### src/inc/hpc_pkg.sv
// Purpose: shared constants and types for the host port pin control block
// Assumes: one clock domain (mclk, 20 MHz), active-low asynchronous reset
// Notes: the block has no software-visible registers
package hpc_pkg;

  // ****************************************************************
  // widths and encodings
  // ****************************************************************
  localparam int HPC_ADDR_W = 16;
  localparam int HPC_DATA_W = 8;
  localparam logic [1:0] HPC_SEL_CTRL = 2'h0;   // control register
  localparam logic [1:0] HPC_SEL_DATA_INC = 2'h1;  // data, pointer post-increment
  localparam logic [1:0] HPC_SEL_ADDR = 2'h2;   // address pointer register
  localparam logic [1:0] HPC_SEL_DATA = 2'h3;   // data, pointer fixed

  // ****************************************************************
  // reset values
  // ****************************************************************
  localparam logic [15:0] HPC_ADDR_RST = 16'h0000;
  localparam logic HPC_INT_N_RST = 1'h1;
  localparam logic HPC_STRAP_RST = 1'h0;

  // ****************************************************************
  // timing
  // ****************************************************************
  localparam int HPC_CLK_MHZ = 20;
  localparam int HPC_BUSY_NS = 100;  // least time ready stays low after a strobe
  localparam int HPC_BUSY_CYC = (HPC_BUSY_NS * HPC_CLK_MHZ + 999) / 1000;

  typedef enum logic [3:0] {
    HPC_IDLE = 4'h1,
    HPC_ACTIVE = 4'h2,
    HPC_BUSY = 4'h4,
    HPC_DONE = 4'h8
  } hpc_state_t;

endpackage

### src/inc/hpc_sync_if.sv
// Purpose: carries synchronised host pin levels between sync stage and core
// Assumes: single clock domain
// Notes: levels only, already filtered
`timescale 1ns/1ps
`default_nettype none
interface hpc_sync_if;
  logic addr_strobe_n;
  logic data_strobe_n;
  logic port_select_n;
  logic read_not_write;
  logic reg_select_lo;
  logic reg_select_hi;
  logic port_select_strap;
  logic wide_port_mode;
  modport src (output addr_strobe_n, data_strobe_n, port_select_n, read_not_write,
    reg_select_lo, reg_select_hi, port_select_strap, wide_port_mode);
  modport dst (input addr_strobe_n, data_strobe_n, port_select_n, read_not_write,
    reg_select_lo, reg_select_hi, port_select_strap, wide_port_mode);
endinterface
`default_nettype wire

### src/logic/hpc_pin_sync.sv
// Purpose: three-stage synchronisers for the host port strobe, select and strap pins (addr_byte is not synchronised)
// Assumes: pins are asynchronous to mclk; reset is held for at least four clocks
// Notes: a level is taken only once stages two and three agree
`timescale 1ns/1ps
`default_nettype none
module hpc_pin_sync
  import hpc_pkg::*;
#(
  parameter int WIDTH = 8
) (
  input wire logic mclk,
  input wire logic [WIDTH-1:0] pins,
  hpc_sync_if.src sync
);

  logic [WIDTH-1:0] s1_r;
  logic [WIDTH-1:0] s2_r;
  logic [WIDTH-1:0] s3_r;
  logic [WIDTH-1:0] lvl_r;

  // ****************************************************************
  // synchroniser chain
  // ****************************************************************
  // stage one feeds stage two only; no reset on purpose: the chain keeps
  // tracking the straps while the chip is held in reset, so the strap
  // capture on release sees the pin and not a reset value
  always_ff @(posedge mclk) begin
    s1_r <= pins;
    s2_r <= s1_r;
    s3_r <= s2_r;
  end

  // filtered level per bit, moves only when stages two and three agree
  genvar g;
  generate
    for (g = 0; g < WIDTH; g++) begin : g_flt
      always_ff @(posedge mclk) begin
        if (s2_r[g] == s3_r[g]) begin
          lvl_r[g] <= s3_r[g];
        end
      end
    end
  endgenerate

  // every pin, straps included, goes to the core through the same filter
  assign sync.addr_strobe_n = lvl_r[0];
  assign sync.data_strobe_n = lvl_r[1];
  assign sync.port_select_n = lvl_r[2];
  assign sync.read_not_write = lvl_r[3];
  assign sync.reg_select_lo = lvl_r[4];
  assign sync.reg_select_hi = lvl_r[5];
  assign sync.port_select_strap = lvl_r[6];
  assign sync.wide_port_mode = lvl_r[7];

endmodule
`default_nettype wire

### src/logic/hpc_host_port_ctrl.sv
// Purpose: pin-level control of the 8-bit multiplexed host port
// Assumes: host pins asynchronous to mclk; outputs-off control from pin
// Notes: no software registers; access results reported on core-side ports
`timescale 1ns/1ps
`default_nettype none

module hpc_host_port_ctrl
  import hpc_pkg::*;
#(
  parameter int BUSY_CYC = HPC_BUSY_CYC
) (
  input wire logic mclk,
  input wire logic resetn,
  input wire logic addr_strobe_n,
  input wire logic data_strobe_n,
  input wire logic port_select_n,
  input wire logic read_not_write,
  input wire logic reg_select_lo,
  input wire logic reg_select_hi,
  input wire logic port_select_strap,
  input wire logic wide_port_mode,
  input wire logic outputs_off_n,
  input wire logic [HPC_DATA_W-1:0] addr_byte,
  input wire logic core_int_req,
  input wire logic core_int_clr,
  output logic host_ready_o,
  output logic host_ready_oe,
  output logic host_interrupt_n_o,
  output logic host_interrupt_n_oe,
  output logic port_enabled,
  output logic pullup_en,
  output logic holder_en,
  output logic [HPC_ADDR_W-1:0] address_pointer_reg,
  output logic xfer_pulse,
  output logic xfer_read,
  output logic [1:0] xfer_sel
);

  // ****************************************************************
  // registers and internal nets
  // ****************************************************************
  hpc_sync_if sif ();
  hpc_state_t st_r;
  logic strap_r;
  logic wide_r;
  logic strap_taken_r;
  logic ads_d_r;
  logic ds_d_r;
  logic addr_hi_r;
  logic int_n_r;
  logic [7:0] busy_cnt_r;
  logic [HPC_ADDR_W-1:0] ptr_r;
  logic xfer_pulse_r;
  logic xfer_read_r;
  logic [1:0] xfer_sel_r;
  logic ads_fall;
  logic ds_fall;
  logic selected;

  // ****************************************************************
  // register select decode
  // ****************************************************************
  // decode of the register selects, used for pointer and transfer paths
  function automatic logic [1:0] sel_decode(input logic wide, input logic lo, input logic hi);
    sel_decode = wide ? HPC_SEL_DATA_INC : {hi, lo};
  endfunction

  // ****************************************************************
  // pin synchronisers
  // ****************************************************************
  hpc_pin_sync #(.WIDTH(8)) u_sync (
    .mclk(mclk),
    .pins({wide_port_mode, port_select_strap, reg_select_hi, reg_select_lo,
      read_not_write, port_select_n, data_strobe_n, addr_strobe_n}),
    .sync(sif.src)
  );

  // ****************************************************************
  // strap capture
  // ****************************************************************
  // straps taken on the first clock after reset release, then frozen
  // limitation: reset must last four clocks so a new strap level has passed the filter
  always_ff @(posedge mclk or negedge resetn) begin
    if (!resetn) begin
      strap_taken_r <= 1'h0;
      strap_r <= HPC_STRAP_RST;
      wide_r <= 1'h0;
    end else if (!strap_taken_r) begin
      strap_taken_r <= 1'h1;
      strap_r <= sif.port_select_strap;
      wide_r <= sif.wide_port_mode;
    end
  end

  assign port_enabled = strap_r;
  assign pullup_en = !strap_r;
  assign holder_en = !strap_r;
  assign selected = strap_r && !sif.port_select_n;

  // ****************************************************************
  // strobe edges
  // ****************************************************************
  // delayed levels reset to the idle-high pin level, so no false edge follows reset
  always_ff @(posedge mclk or negedge resetn) begin
    if (!resetn) begin
      ads_d_r <= 1'h1;
      ds_d_r <= 1'h1;
    end else begin
      ads_d_r <= sif.addr_strobe_n;
      ds_d_r <= sif.data_strobe_n;
    end
  end

  assign ads_fall = ads_d_r && !sif.addr_strobe_n;
  assign ds_fall = ds_d_r && !sif.data_strobe_n;

  // ****************************************************************
  // address pointer
  // ****************************************************************
  // two address strobes fill the pointer, high byte first
  // data with post-increment bumps the pointer the cycle after the transfer
  always_ff @(posedge mclk or negedge resetn) begin
    if (!resetn) begin
      ptr_r <= HPC_ADDR_RST;
      addr_hi_r <= 1'h1;
    end else if (selected && ads_fall) begin
      addr_hi_r <= !addr_hi_r;
      if (addr_hi_r) begin
        ptr_r[15:8] <= addr_byte;
      end else begin
        ptr_r[7:0] <= addr_byte;
      end
    end else if (xfer_pulse_r && xfer_sel_r == HPC_SEL_DATA_INC) begin
      ptr_r <= ptr_r + 16'h0001;
    end
  end

  assign address_pointer_reg = ptr_r;

  // ****************************************************************
  // transfer sequencer
  // ****************************************************************
  // ready drops after each selected data strobe until the hold-off ends and the strobe lifts; hazard: a strobe
  // arriving while busy is not queued, the host must wait on ready
  always_ff @(posedge mclk or negedge resetn) begin
    if (!resetn) begin
      st_r <= HPC_IDLE;
      busy_cnt_r <= 8'h00;
      xfer_pulse_r <= 1'h0;
      xfer_read_r <= 1'h0;
      xfer_sel_r <= 2'h0;
    end else begin
      xfer_pulse_r <= 1'h0;
      case (st_r)
        // idle: a qualified data strobe starts one transfer
        HPC_IDLE: begin
          if (selected && ds_fall) begin
            st_r <= HPC_BUSY;
            busy_cnt_r <= 8'(BUSY_CYC);
            xfer_pulse_r <= 1'h1;
            xfer_read_r <= sif.read_not_write;
            xfer_sel_r <= sel_decode(wide_r, sif.reg_select_lo, sif.reg_select_hi);
          end
        end
        // busy: fixed hold-off before the port may answer again
        HPC_BUSY: begin
          if (busy_cnt_r <= 8'h01) begin
            st_r <= HPC_DONE;
          end else begin
            busy_cnt_r <= busy_cnt_r - 8'h01;
          end
        end
        // done: wait for the host to lift the strobe, so one strobe is one transfer
        HPC_DONE: begin
          if (sif.data_strobe_n) begin
            st_r <= HPC_IDLE;
          end
        end
        default: st_r <= HPC_IDLE;
      endcase
    end
  end

  assign xfer_pulse = xfer_pulse_r;
  assign xfer_read = xfer_read_r;
  assign xfer_sel = xfer_sel_r;

  // ****************************************************************
  // ready and interrupt pins
  // ****************************************************************
  // ready is decoded from the state register, so it drops with the transfer pulse
  assign host_ready_o = strap_r && (st_r == HPC_IDLE);
  // enables follow outputs_off_n with no register, so the pins float at once
  assign host_ready_oe = outputs_off_n && strap_r;

  // ****************************************************************
  // interrupt flag
  // ****************************************************************
  // core raises the request only with the port strapped on and not in wide mode; core-side clear by core_int_clr, set wins
  always_ff @(posedge mclk or negedge resetn) begin
    if (!resetn) begin
      int_n_r <= HPC_INT_N_RST;
    end else if (core_int_req && strap_r && !wide_r) begin
      int_n_r <= 1'h0;
    end else if (core_int_clr) begin
      int_n_r <= 1'h1;
    end
  end

  assign host_interrupt_n_o = int_n_r;
  assign host_interrupt_n_oe = outputs_off_n && (!resetn || !wide_r);

endmodule
`default_nettype wire

### config.mk
export PLATFORM = sky130hd
export DESIGN_NAME = hpc_host_port_ctrl
export DESIGN_NICKNAME = d
export VERILOG_FILES = /design/src/inc/hpc_pkg.sv /design/src/inc/hpc_sync_if.sv /design/src/logic/hpc_pin_sync.sv /design/src/logic/hpc_host_port_ctrl.sv
export SDC_FILE = /design/constraint.sdc
export NUM_CORES = 1
export LEC_CHECK = 0
export ABC_AREA = 1
export BUFFER_PORTS_ARGS = -buffer_cell sky130_fd_sc_hd__buf_2
export CORE_ASPECT_RATIO = 1.5
export CORE_UTILIZATION = 30
export DETAILED_ROUTE_END_ITERATION = 7
export GPL_ROUTABILITY_DRIVEN = 0
export PLACE_DENSITY_LB_ADDON = 0.15
export SETUP_SLACK_MARGIN = 0.1
export SYNTH_ARGS = -nofsm -noshare
export SYNTH_HDL_FRONTEND = slang
export SYNTH_SLANG_ARGS = --single-unit
### constraint.sdc
create_clock -name mclk -period 3.5 [get_ports mclk]
set_clock_uncertainty 0.1 [all_clocks]
set_input_delay 1.05 -clock mclk [delete_from_list [all_inputs] [get_ports mclk]]
set_output_delay 1.05 -clock mclk [all_outputs]
set_load 0.1 [all_outputs]
Yosys cells after proc, flatten, opt, wreduce, memory -nomap -nowiden. Cells that the tools add are included.

Register bits: 71. Bits of input ports: 21. Output and inout bits: 27. Logic and storage cells: 89.

Add/subtract/negate cells: 2. Magnitude comparators: 1. Equality and inequality tests: 18. Muxes and demuxes: 16. Reduce and logical (&&, ||, !) cells: 27.

Operators with widths (count): $mux 16 (2); $mux 8 (4); $add 16x1->16 const B (1); $pmux 8 s2 (1); $mux 4 (3); $pmux 4 s3 (1); $logic_and 1x1->1 (11); $ne 2x2->1 const B (5); $eq 1x1->1 (8); $le 8x1->1 const B (1); $sub 8x1->8 const B (1); $logic_not 1->1 (7); $reduce_and 2->1 (3); $reduce_and 3->1 (2); $reduce_bool 2->1 (3); $eq 4x1->1 const B (1); $eq 4x3->1 const B (1); $eq 4x4->1 const B (1); $mux 1 (4); $eq 2x1->1 const B (1); $mux 2 (1); $ne 2x1->1 const B (1); $logic_or 1x1->1 (1).

Logic depth before layout (Yosys ltp). Gate-level depths: netlist of run 1.

Depth in word-level cells: 5. Gate-level depth with buffers: 11. Mapped depth without buffers: 11.

Cells and area by module. From an unflattened synthesis of run 1, not the netlist that was laid out.

Cell total of the unflattened synthesis: 380. Area total of the unflattened synthesis: 3061.7 um2.

By module, submodules not included: hpc_host_port_ctrl (instances 1, cells an instance 308, area each 2190.9 um2, sequential area each 957.2 um2); hpc_pin_sync (instances 1, cells an instance 72, area each 870.8 um2, sequential area each 720.7 um2).

Least setup slack after synthesis of run 1. Ideal clock, no wire load.

Path kind: input-to-output. Start: input port outputs_off_n. End: output port host_interrupt_n_oe. Arrival time: 3.239 ns. Setup slack: -0.889 ns. Stages: 1. Cells stage by stage: a21boi_0.

Cells in the longest elaborated chain, start to end: 1.

RTL lines: start, declared (line hpc_host_port_ctrl.sv:22) `input wire logic outputs_off_n,`; $logic_and 1x1->1 (line hpc_host_port_ctrl.sv:211) `assign host_interrupt_n_oe = outputs_off_n && (!resetn || !wide_r);`; end, declared (line hpc_host_port_ctrl.sv:29) `output logic host_interrupt_n_oe,`.

No other way between the ends.

Worst setup path after layout of run 1.
Start: input port resetn. End: output port host_interrupt_n_oe.

Cells in the longest elaborated chain, start to end: 3.

RTL lines: start, declared (line hpc_host_port_ctrl.sv:13) `input wire logic resetn,`; $logic_not 1->1 (line hpc_host_port_ctrl.sv:211); $logic_or 1x1->1 (line hpc_host_port_ctrl.sv:211); $logic_and 1x1->1 (line hpc_host_port_ctrl.sv:211).

No other way between the ends.

==> flow_summary.toml, run 1 <==
[run_status]
status = "finished, violations left"
violations = "design-rule violations"

[floorplan]
core_um2 = 9799
die_width_um = 84.42
dieArea_um2 = 10600
ios = 48
die_height_um = 125.6
num_rows = 44
initial_core_util_pct = 31.19

[critical_path]
slowest_delay_ns = 0.43
reg2reg_depth = 9
worstSetupStartpointType = "input pin"
cp_max_fo = 2
reg2reg_to = "busy_cnt_r[7]"
worst_path_most_repeated_cell = "buf_2"
arrival_ns = 1.72
r2r-start = "busy_cnt_r[0]"
crit_family = "buffers and inverters"
critical_path_class = "input pin to output port"
required_ns = 2.35
critical_path.slowest_cell = "buf_2"
cp_num_buf_inv = 2
r2r_slack_ns = 1.58
cp_cell_sequence = "buf_2 -> a21boi_2 -> buf_2"
end_kind = "output port"

[run]
cap_violations = 0

[power_and_ir_drop]
pwr-share-comb_pct = 39.1
p_int_uw = 1896
pwr-share-clk_pct = 28.3
vdd_ir_drop_max_mv = 0.4189
p_seq_share_pct = 32.6
powerDensity_nw_per_um2 = 928.0
swShare_pct = 45.28
p_leak_uw = 0.001843
p_sw_uw = 1569

[synthesis]
synth_nets = 372
synth_seq_cells = 70
synth_top_family_by_area = "simple AND/OR/NAND/NOR gates"
ys_seq_area_share_pct = 54.89
synth_adder_area_share_pct = 1.228
synthCells = 348
yosys.area.top_type = "dfrtp_1"
ys_warn_count = 0
synth-simple-area-share_pct = 25.87
synthDominantCellAreaShare_pct = 27.02
syn_area_um2 = 3057
synth_area_per_cell_um2 = 8.784
synth_xor_area_share_pct = 4.011
yosys-top-cells-area = "dfrtp_1 27%, dfxtp_1 16%, nand2_1 11%"
synth.area.mux_share_pct = 0.3684
synth_compound_area_share_pct = 6.918
post_synth_num_cell_types = 37

[clock_tree]
postCtsSetupBuffers = 0
clock_sinks = 70
numCtsBuffers = 9
clkLatencyLatePin_ns = 0.33
hold_buffers = 0
cts_tree = "done"
clock_path_buffers = 2
cts-htree-levels = 3
root_buffer = "clkbuf_16"
clk_pin_slew_ns = 0.05
cts_resized = 0

[min_path]
hp-start = "u_sync.s1_r[2]"
hp-class = "flop to flop"
hold_depth = 0
hold_path_end = "u_sync.s2_r[2]"

[detailed_routing]
drtAntennaViolNets = 0
initialDrtViolationCount = 142
first_pass_iters = 6
wire_per_inst_um = 11.90
vias = 2363
drc = 4
wl_mm = 6.214
viasPerCell = 4.527

[timing]
fin_crit_sh_pct = 81.98
holdWs_ns = 0.2246
rsz0062_at_grt = "no"
slew_violations = 0
layout_min_cycle_time_ns = 2.869
setup_viol = 0
fmax_mhz = 348.5
tns_ns = 0
finalHoldViolations = 0

[global_route]
grtUsageTotal_pct = 12.77
busiest_layer = "met2"
grt_pass1_vias = 2278
grt_pass1_wl_mm = 10.46
antenna_found_initial = 0
use_met2_pct = 22.03
grt_max_degree = 39
met3_usage_pct = 3.473
use_met1_pct = 14.10
overflow = 0

[placement]
dp_hpwl_mm = 4.559
io_buffers = 47

[layout]
antenna_cells = 0
areaGrowthSynthToFinish_pct = 22.14
layout_common_cells = "88 x nand2_1, 51 x nor2_1, 47 x buf_2"
fin_nets = 426
layout_commonest_cell = "nand2_1"
largest_reg_flops = 16
drive_above_1_share_pct = 21.87
-- through the flow --
step | instances | total power (uW) | area, um2 | utilization (%) | worst slack (ns)
CTS | 522 | 3506 | 3734 | 38.10 | 0.6190
global placement | 506 | 2502 | 3408 | 34.78 | 0.6232
global route | 522 | 3658 | 3734 | 38.10 | 0.5527
finish | 522 | 3465 | 3734 | 38.10 | 0.6305
detailed placement | 506 | 2510 | 3408 | 34.78 | 0.6222
floorplan | 348 | 2266 | 3068 | - | 0.2701
-- cell families (layout without fill, tap and decap cells) --
family	after synthesis	after routing
multiplexers	1	1
buffers and inverters	45	104
AND/OR/NAND/NOR	177	177
XOR/XNOR	14	14
adder cells (fa/ha/maj)	3	3
flip-flops	70	70
AO/OA/AOI/OAI	37	37
other	1	1
-- Yosys cell counts (all sizes together) --
cell type  instances
buf                5
dfstp              5
nand4              7
dfxtp             24
nor2              55
ha                 3
xor2               5
xnor2              9
or2                3
dfrtp             33
clkinv             1
a21oi             11
inv               39
o21ai             20
a31oi              3
nand3             17
a21boi             1
conb               1
mux2               1
o31ai              1
o21bai             1
nor3               3
nand2             92
edfxtp             8
-- metal layers --
metal	wire length (um)	vias to the layer above
met1	2600	1093
met3	265	11
met2	3207	49
met4	140	0
li1	-	1210
met5	0	-
-- layout make-up --
type	count	area, um2
fill	1044	6066
sequential	70	1678
multi-input combinational	233	1189
clock buffer	11	242.7
timing repair buffer	48	242.7
inverter	40	155.1
tap	115	143.9
clock inverter	5	82.58
-- how the worst max path moves through the flow --
stage                                     end         start  slack (ns)  depth (start not counted)
after floorplan                  host_ready_o  port_enabled        0.27                          2
after global placement    host_interrupt_n_oe        resetn        0.62                          3
after detailed placement  host_interrupt_n_oe        resetn        0.62                          3
after CTS                 host_interrupt_n_oe        resetn        0.62                          3
after global routing             host_ready_o       st_r[0]        0.55                          5
final                     host_interrupt_n_oe        resetn        0.63                          3
-- power by group through the flow --
stage | clock (uW) | combinational [uW] | sequential, uW
after floorplan | 0 | 526 | 1740
after global placement | 0 | 1360 | 1140
after detailed placement | 0 | 1360 | 1150
after CTS | 1010 | 1370 | 1130
after global routing | 1040 | 1460 | 1160
final | 979 | 1360 | 1130
(Power assumes the default switching activity.)
==> run 2, diff against run 1 <==
Clock period 3.5 ns to 2.9 ns, I/O delays scaled along.
==> run 2 against run 1 <==
  * The flow still finishes with violations (design-rule violations)
  * Die area unchanged
  * First-iteration DRC count decreased by 20%
  * Sequential cell count unchanged
  * Global-route usage increased by 0.44 points
  * Cell area increased by 0.60%
  * Largest cell class unchanged
==> flow_summary.toml, run 2 (synthesis gave the netlist of run 1 again) <==
[floorplan]
ios = 48
dieArea_um2 = 10600
num_rows = 44
die_height_um = 125.6
core_um2 = 9799
die_width_um = 84.42
initial_core_util_pct = 31.19

[run_status]
violations = "design-rule violations"
status = "finished, violations left"

[clock_tree]
postCtsSetupBuffers = 0
clk_pin_slew_ns = 0.06
clock_path_buffers = 2
cts_tree = "done"
numCtsBuffers = 9
clkLatencyLatePin_ns = 0.33
root_buffer = "clkbuf_16"
cts_resized = 0
hold_buffers = 0
clock_sinks = 70
cts-htree-levels = 3

[layout]
areaGrowthSynthToFinish_pct = 22.88
multiInputGateArea_um2 = 1189
antenna_cells = 0
layout_commonest_cell = "nand2_1"
largest_reg_flops = 16
fin_nets = 426
fin_util_pct = 38.33
ff_latch_area_um2 = 1679
drive_above_1_share_pct = 22.36
layout_common_cells = "88 x nand2_1, 51 x nor2_1, 47 x buf_2"
nFillCells = 1013

[timing]
fin_crit_sh_pct = 92.62
setup_viol = 0
tns_ns = 0
fmax_mhz = 372.3
slew_violations = 0
finalHoldViolations = 0
layout_min_cycle_time_ns = 2.686
tightest_slew_ns = 0.5089
slew_headroom_pct = 66.08
rsz0062_at_grt = "no"

[power_and_ir_drop]
vdd_ir_drop_max_mv = 0.5412
powerDensity_nw_per_um2 = 1138
p_leak_uw = 0.001852

[detailed_routing]
drc = 2
viasPerCell = 4.511
initialDrtViolationCount = 113
wl_mm = 6.331
vias = 2355
first_pass_iters = 6
drtAntennaViolNets = 0
wire_per_inst_um = 12.13

[global_route]
grtUsageTotal_pct = 13.21
grt_pass1_vias = 2226
grt_max_degree = 39
grt_pass1_wl_mm = 10.67
overflow = 0
antenna_found_initial = 0

[critical_path]
worstSetupStartpointType = "flop"
r2r-start = "busy_cnt_r[0]"
arrival_ns = 1.72
reg2reg_depth = 9
r2r_slack_ns = 0.98
required_ns = 1.93
cp_max_fo = 3
reg2reg_to = "busy_cnt_r[7]"
end_kind = "output port"
critical_path_class = "flop to output port"

[run]
cap_violations = 0

[min_path]
hold_depth = 0
hold_path_end = "u_sync.s2_r[0]"
hp-start = "u_sync.s1_r[0]"
hp-class = "flop to flop"

[placement]
io_buffers = 47
dp_hpwl_mm = 4.581
-- run 2: cell count changes in the layout (fill, tap and decap cells not counted), sizes merged --
cell	change
clkbuf	-2
bufinv	+1
inv	+1
-- run 2: worst max-delay path by stage --
stage	from	to	slack, ns	cells after the start
2_1_floorplan	outputs_off_n	host_interrupt_n_oe	0.20	1
3_3_place_gp	resetn	host_interrupt_n_oe	0.38	3
5_1_grt	st_r[0]	host_ready_o	0.13	5
4_1_cts	st_r[0]	host_ready_o	0.20	5
3_5_place_dp	resetn	host_interrupt_n_oe	0.38	3
6_report	st_r[0]	host_ready_o	0.21	5
-- run 2: layout make-up --
| cell class | count | area share, % |
|---|---|---|
| Multi-Input combinational cell | 233 | 31.65 |
| Clock buffer | 9 | 5.996 |
| Clock inverter | 7 | 3.231 |
| Inverter | 40 | 4.131 |
| Timing Repair Buffer | 48 | 6.462 |
| Sequential cell | 70 | 44.70 |
| Tap cell | 115 | 3.831 |
-- run 2: per-layer routing --
| layer | wire [um] | GRT usage [%] | vias to the layer above |
|---|---|---|---|
| met5 | 0 | 0 | - |
| met4 | 140 | 6.381 | 0 |
| met3 | 292 | 4.587 | 10 |
| met2 | 3165 | 22.66 | 46 |
| met1 | 2733 | 14.55 | 1093 |
| li1 | - | - | 1206 |
-- run 2: report_power, final --
part / internal [uW] / total [uW] / switching (uW)
combinational: 338 / 1640 / 1310
sequential: 1170 / 1360 / 187
clock: 844 / 1270 / 425
total: 2360 / 4270 / 1920
-- run 2: worst max-delay path, stage by stage, from the launching register on --
cell	delay, ns
dfstp_2	0.55
inv_1	0.08
nor3_4	0.16
inv_1	0.11
nor2_4	0.07
buf_2	0.42
-- run 2: metrics by stage --
step / hold slack [ns] / cell area, um2 / power, uW / setup WS (ns) / cells
6_report: 0.2240 / 3756 / 4274 / 0.2139 / 522
5_1_grt: 0.2303 / 3756 / 4496 / 0.1337 / 522
4_1_cts: 0.2270 / 3756 / 4323 / 0.1999 / 522
3_5_place_dp: 0.2138 / 3410 / 3034 / 0.3849 / 506
3_3_place_gp: 0.2109 / 3410 / 3015 / 0.3831 / 506
2_1_floorplan: 0.2096 / 3069 / 2735 / 0.2049 / 348
==> run 3, diff against run 2 <==
==> constraint.sdc (replaced) <==
create_clock -name mclk -period 2.9 [get_ports mclk]
set_clock_uncertainty 0.1 [all_clocks]
set_input_delay 0.29 -clock mclk [delete_from_list [all_inputs] [get_ports mclk]]
set_output_delay 0.29 -clock mclk [all_outputs]
set_load 0.1 [all_outputs]
==> run 3 against run 2 <==
  * Total power decreased by 4.2%
  * The flow still finishes with violations (design-rule violations)
  * Sequential power is essentially flat
  * Setup slack better by 0.60 ns
  * Cell area rose by 0.97%
==> flow_summary.toml, run 3 (synthesis gave the netlist of run 1 again) <==
[run_status]
violations = "design-rule violations"
status = "finished, violations left"

[critical_path]
cp_cell_sequence = "inv_1 -> nor3_4 -> inv_1 -> nor2_2 -> buf_2"
required_ns = 2.51
crit_family = "buffers and inverters"
end_kind = "output port"
arrival_ns = 1.70
worstSetupStartpointType = "flop"
cp_num_buf_inv = 3
slowest_delay_ns = 0.55
critical_path_class = "flop to output port"
cp_max_fo = 3
worst_path_most_repeated_cell = "inv_1"
critical_path.slowest_cell = "dfstp_2"

[floorplan]
dieArea_um2 = 10600
ios = 48
initial_core_util_pct = 31.19
num_rows = 44
die_height_um = 125.6
core_um2 = 9799
die_width_um = 84.42

[global_route]
grt_pass1_wl_mm = 11.04
grt_pass1_vias = 2455
overflow = 0
grt_max_degree = 39
antenna_found_initial = 0
grtUsageTotal_pct = 13.46

[layout]
fin_nets = 436
largest_reg_flops = 16
antenna_cells = 0
areaGrowthSynthToFinish_pct = 24.07
layout_commonest_cell = "nand2_1"
ff_latch_area_um2 = 1678
multiInputGateArea_um2 = 1180
design_area_um2 = 3792
nFillCells = 1030
layout_common_cells = "88 x nand2_1, 51 x nor2_1, 47 x buf_2"
fin_util_pct = 38.70
drive_above_1_share_pct = 21.10

[timing]
slew_violations = 0
tns_ns = 0
rsz0062_at_grt = "no"
slew_headroom_pct = 65.92
tightest_slew_ns = 0.5111
setup_viol = 0
fin_crit_sh_pct = 72.08
finalHoldViolations = 0
layout_min_cycle_time_ns = 2.090
fmax_mhz = 478.4
holdWs_ns = 0.09675

[power_and_ir_drop]
p_leak_uw = 0.001861
power_uw = 4094
powerDensity_nw_per_um2 = 1080
vdd_ir_drop_max_mv = 0.4846

[clock_tree]
cts_resized = 0
numCtsBuffers = 9
clkLatencyLatePin_ns = 0.33
cts_tree = "done"
clock_sinks = 70
cts-htree-levels = 3
clk_pin_slew_ns = 0.06
root_buffer = "clkbuf_16"
clock_path_buffers = 2

[placement]
io_buffers = 47
place_area_um2 = 3400
dp_hpwl_mm = 4.642

[detailed_routing]
initialDrtViolationCount = 110
wire_per_inst_um = 12.22
wl_mm = 6.499
viasPerCell = 4.457
drtAntennaViolNets = 0
first_pass_iters = 8
vias = 2371
drc = 2

[min_path]
hp-class = "input pin to flop"

[run]
cap_violations = 0
-- run 3: worst paths after layout --
check,from,endpoint,slack [ns],depth (start not counted)
max,st_r[0],host_ready_o,0.81,5
min,core_int_clr,host_interrupt_n_o,0.1,3
max reg2reg,busy_cnt_r[0],busy_cnt_r[5],1.03,9
min reg2reg,u_sync.s1_r[2],u_sync.s2_r[2],0.22,0
max in group asynchronous,resetn,ads_d_r,1.83,3
min in group asynchronous,resetn,busy_cnt_r[0],0.49,3
-- run 3: what timing repair did --
action,in CTS,in global routing
hold buffers,10,0
endpoints found under the setup margin,0,0
buffers inserted,0,0
hold endpoints to repair,42,0
-- run 3: stage by stage --
step                instances  worst slack, ns
global placement          506            1.060
detailed placement        506            1.028
floorplan                 348           0.1239
global route              532           0.7323
CTS                       532           0.7789
finish                    532           0.8096
-- run 3: layout make-up --
class	count	area share, %
flip-flops and latches	70	44.24
well taps	115	3.794
inverters	40	4.091
repair buffers	58	9.040
multi-input cells	233	31.11
clock buffers	10	6.038
clock inverters	6	1.683
-- run 3: power by group --
part	internal, uW	leakage, uW	switching [uW]	total (uW)
clock network	664	0.000138	417	1080
logic	343	0.000993	1310	1650
registers	1170	0.000731	190	1360
-- run 3: tightest hold or removal path, delay by kind of cell --
kind | cells | cell delay [ns]
buffers and inverters | 1 | 0.10
and+or+nand+nor | 1 | 0.09
AOI/OAI and AO/OA | 1 | 0.04
-- run 3: per-layer routing --
metal / share of wire [%] / wire length, um / up-vias / track usage (%)
met5: 0 / 0 / - / 0
met4: 2.6 / 169 / 0 / 7.577
met3: 3.5 / 229 / 12 / 2.752
met2: 49 / 3174 / 46 / 23.53
met1: 45 / 2926 / 1088 / 15.21
li1: - / - / 1225 / -
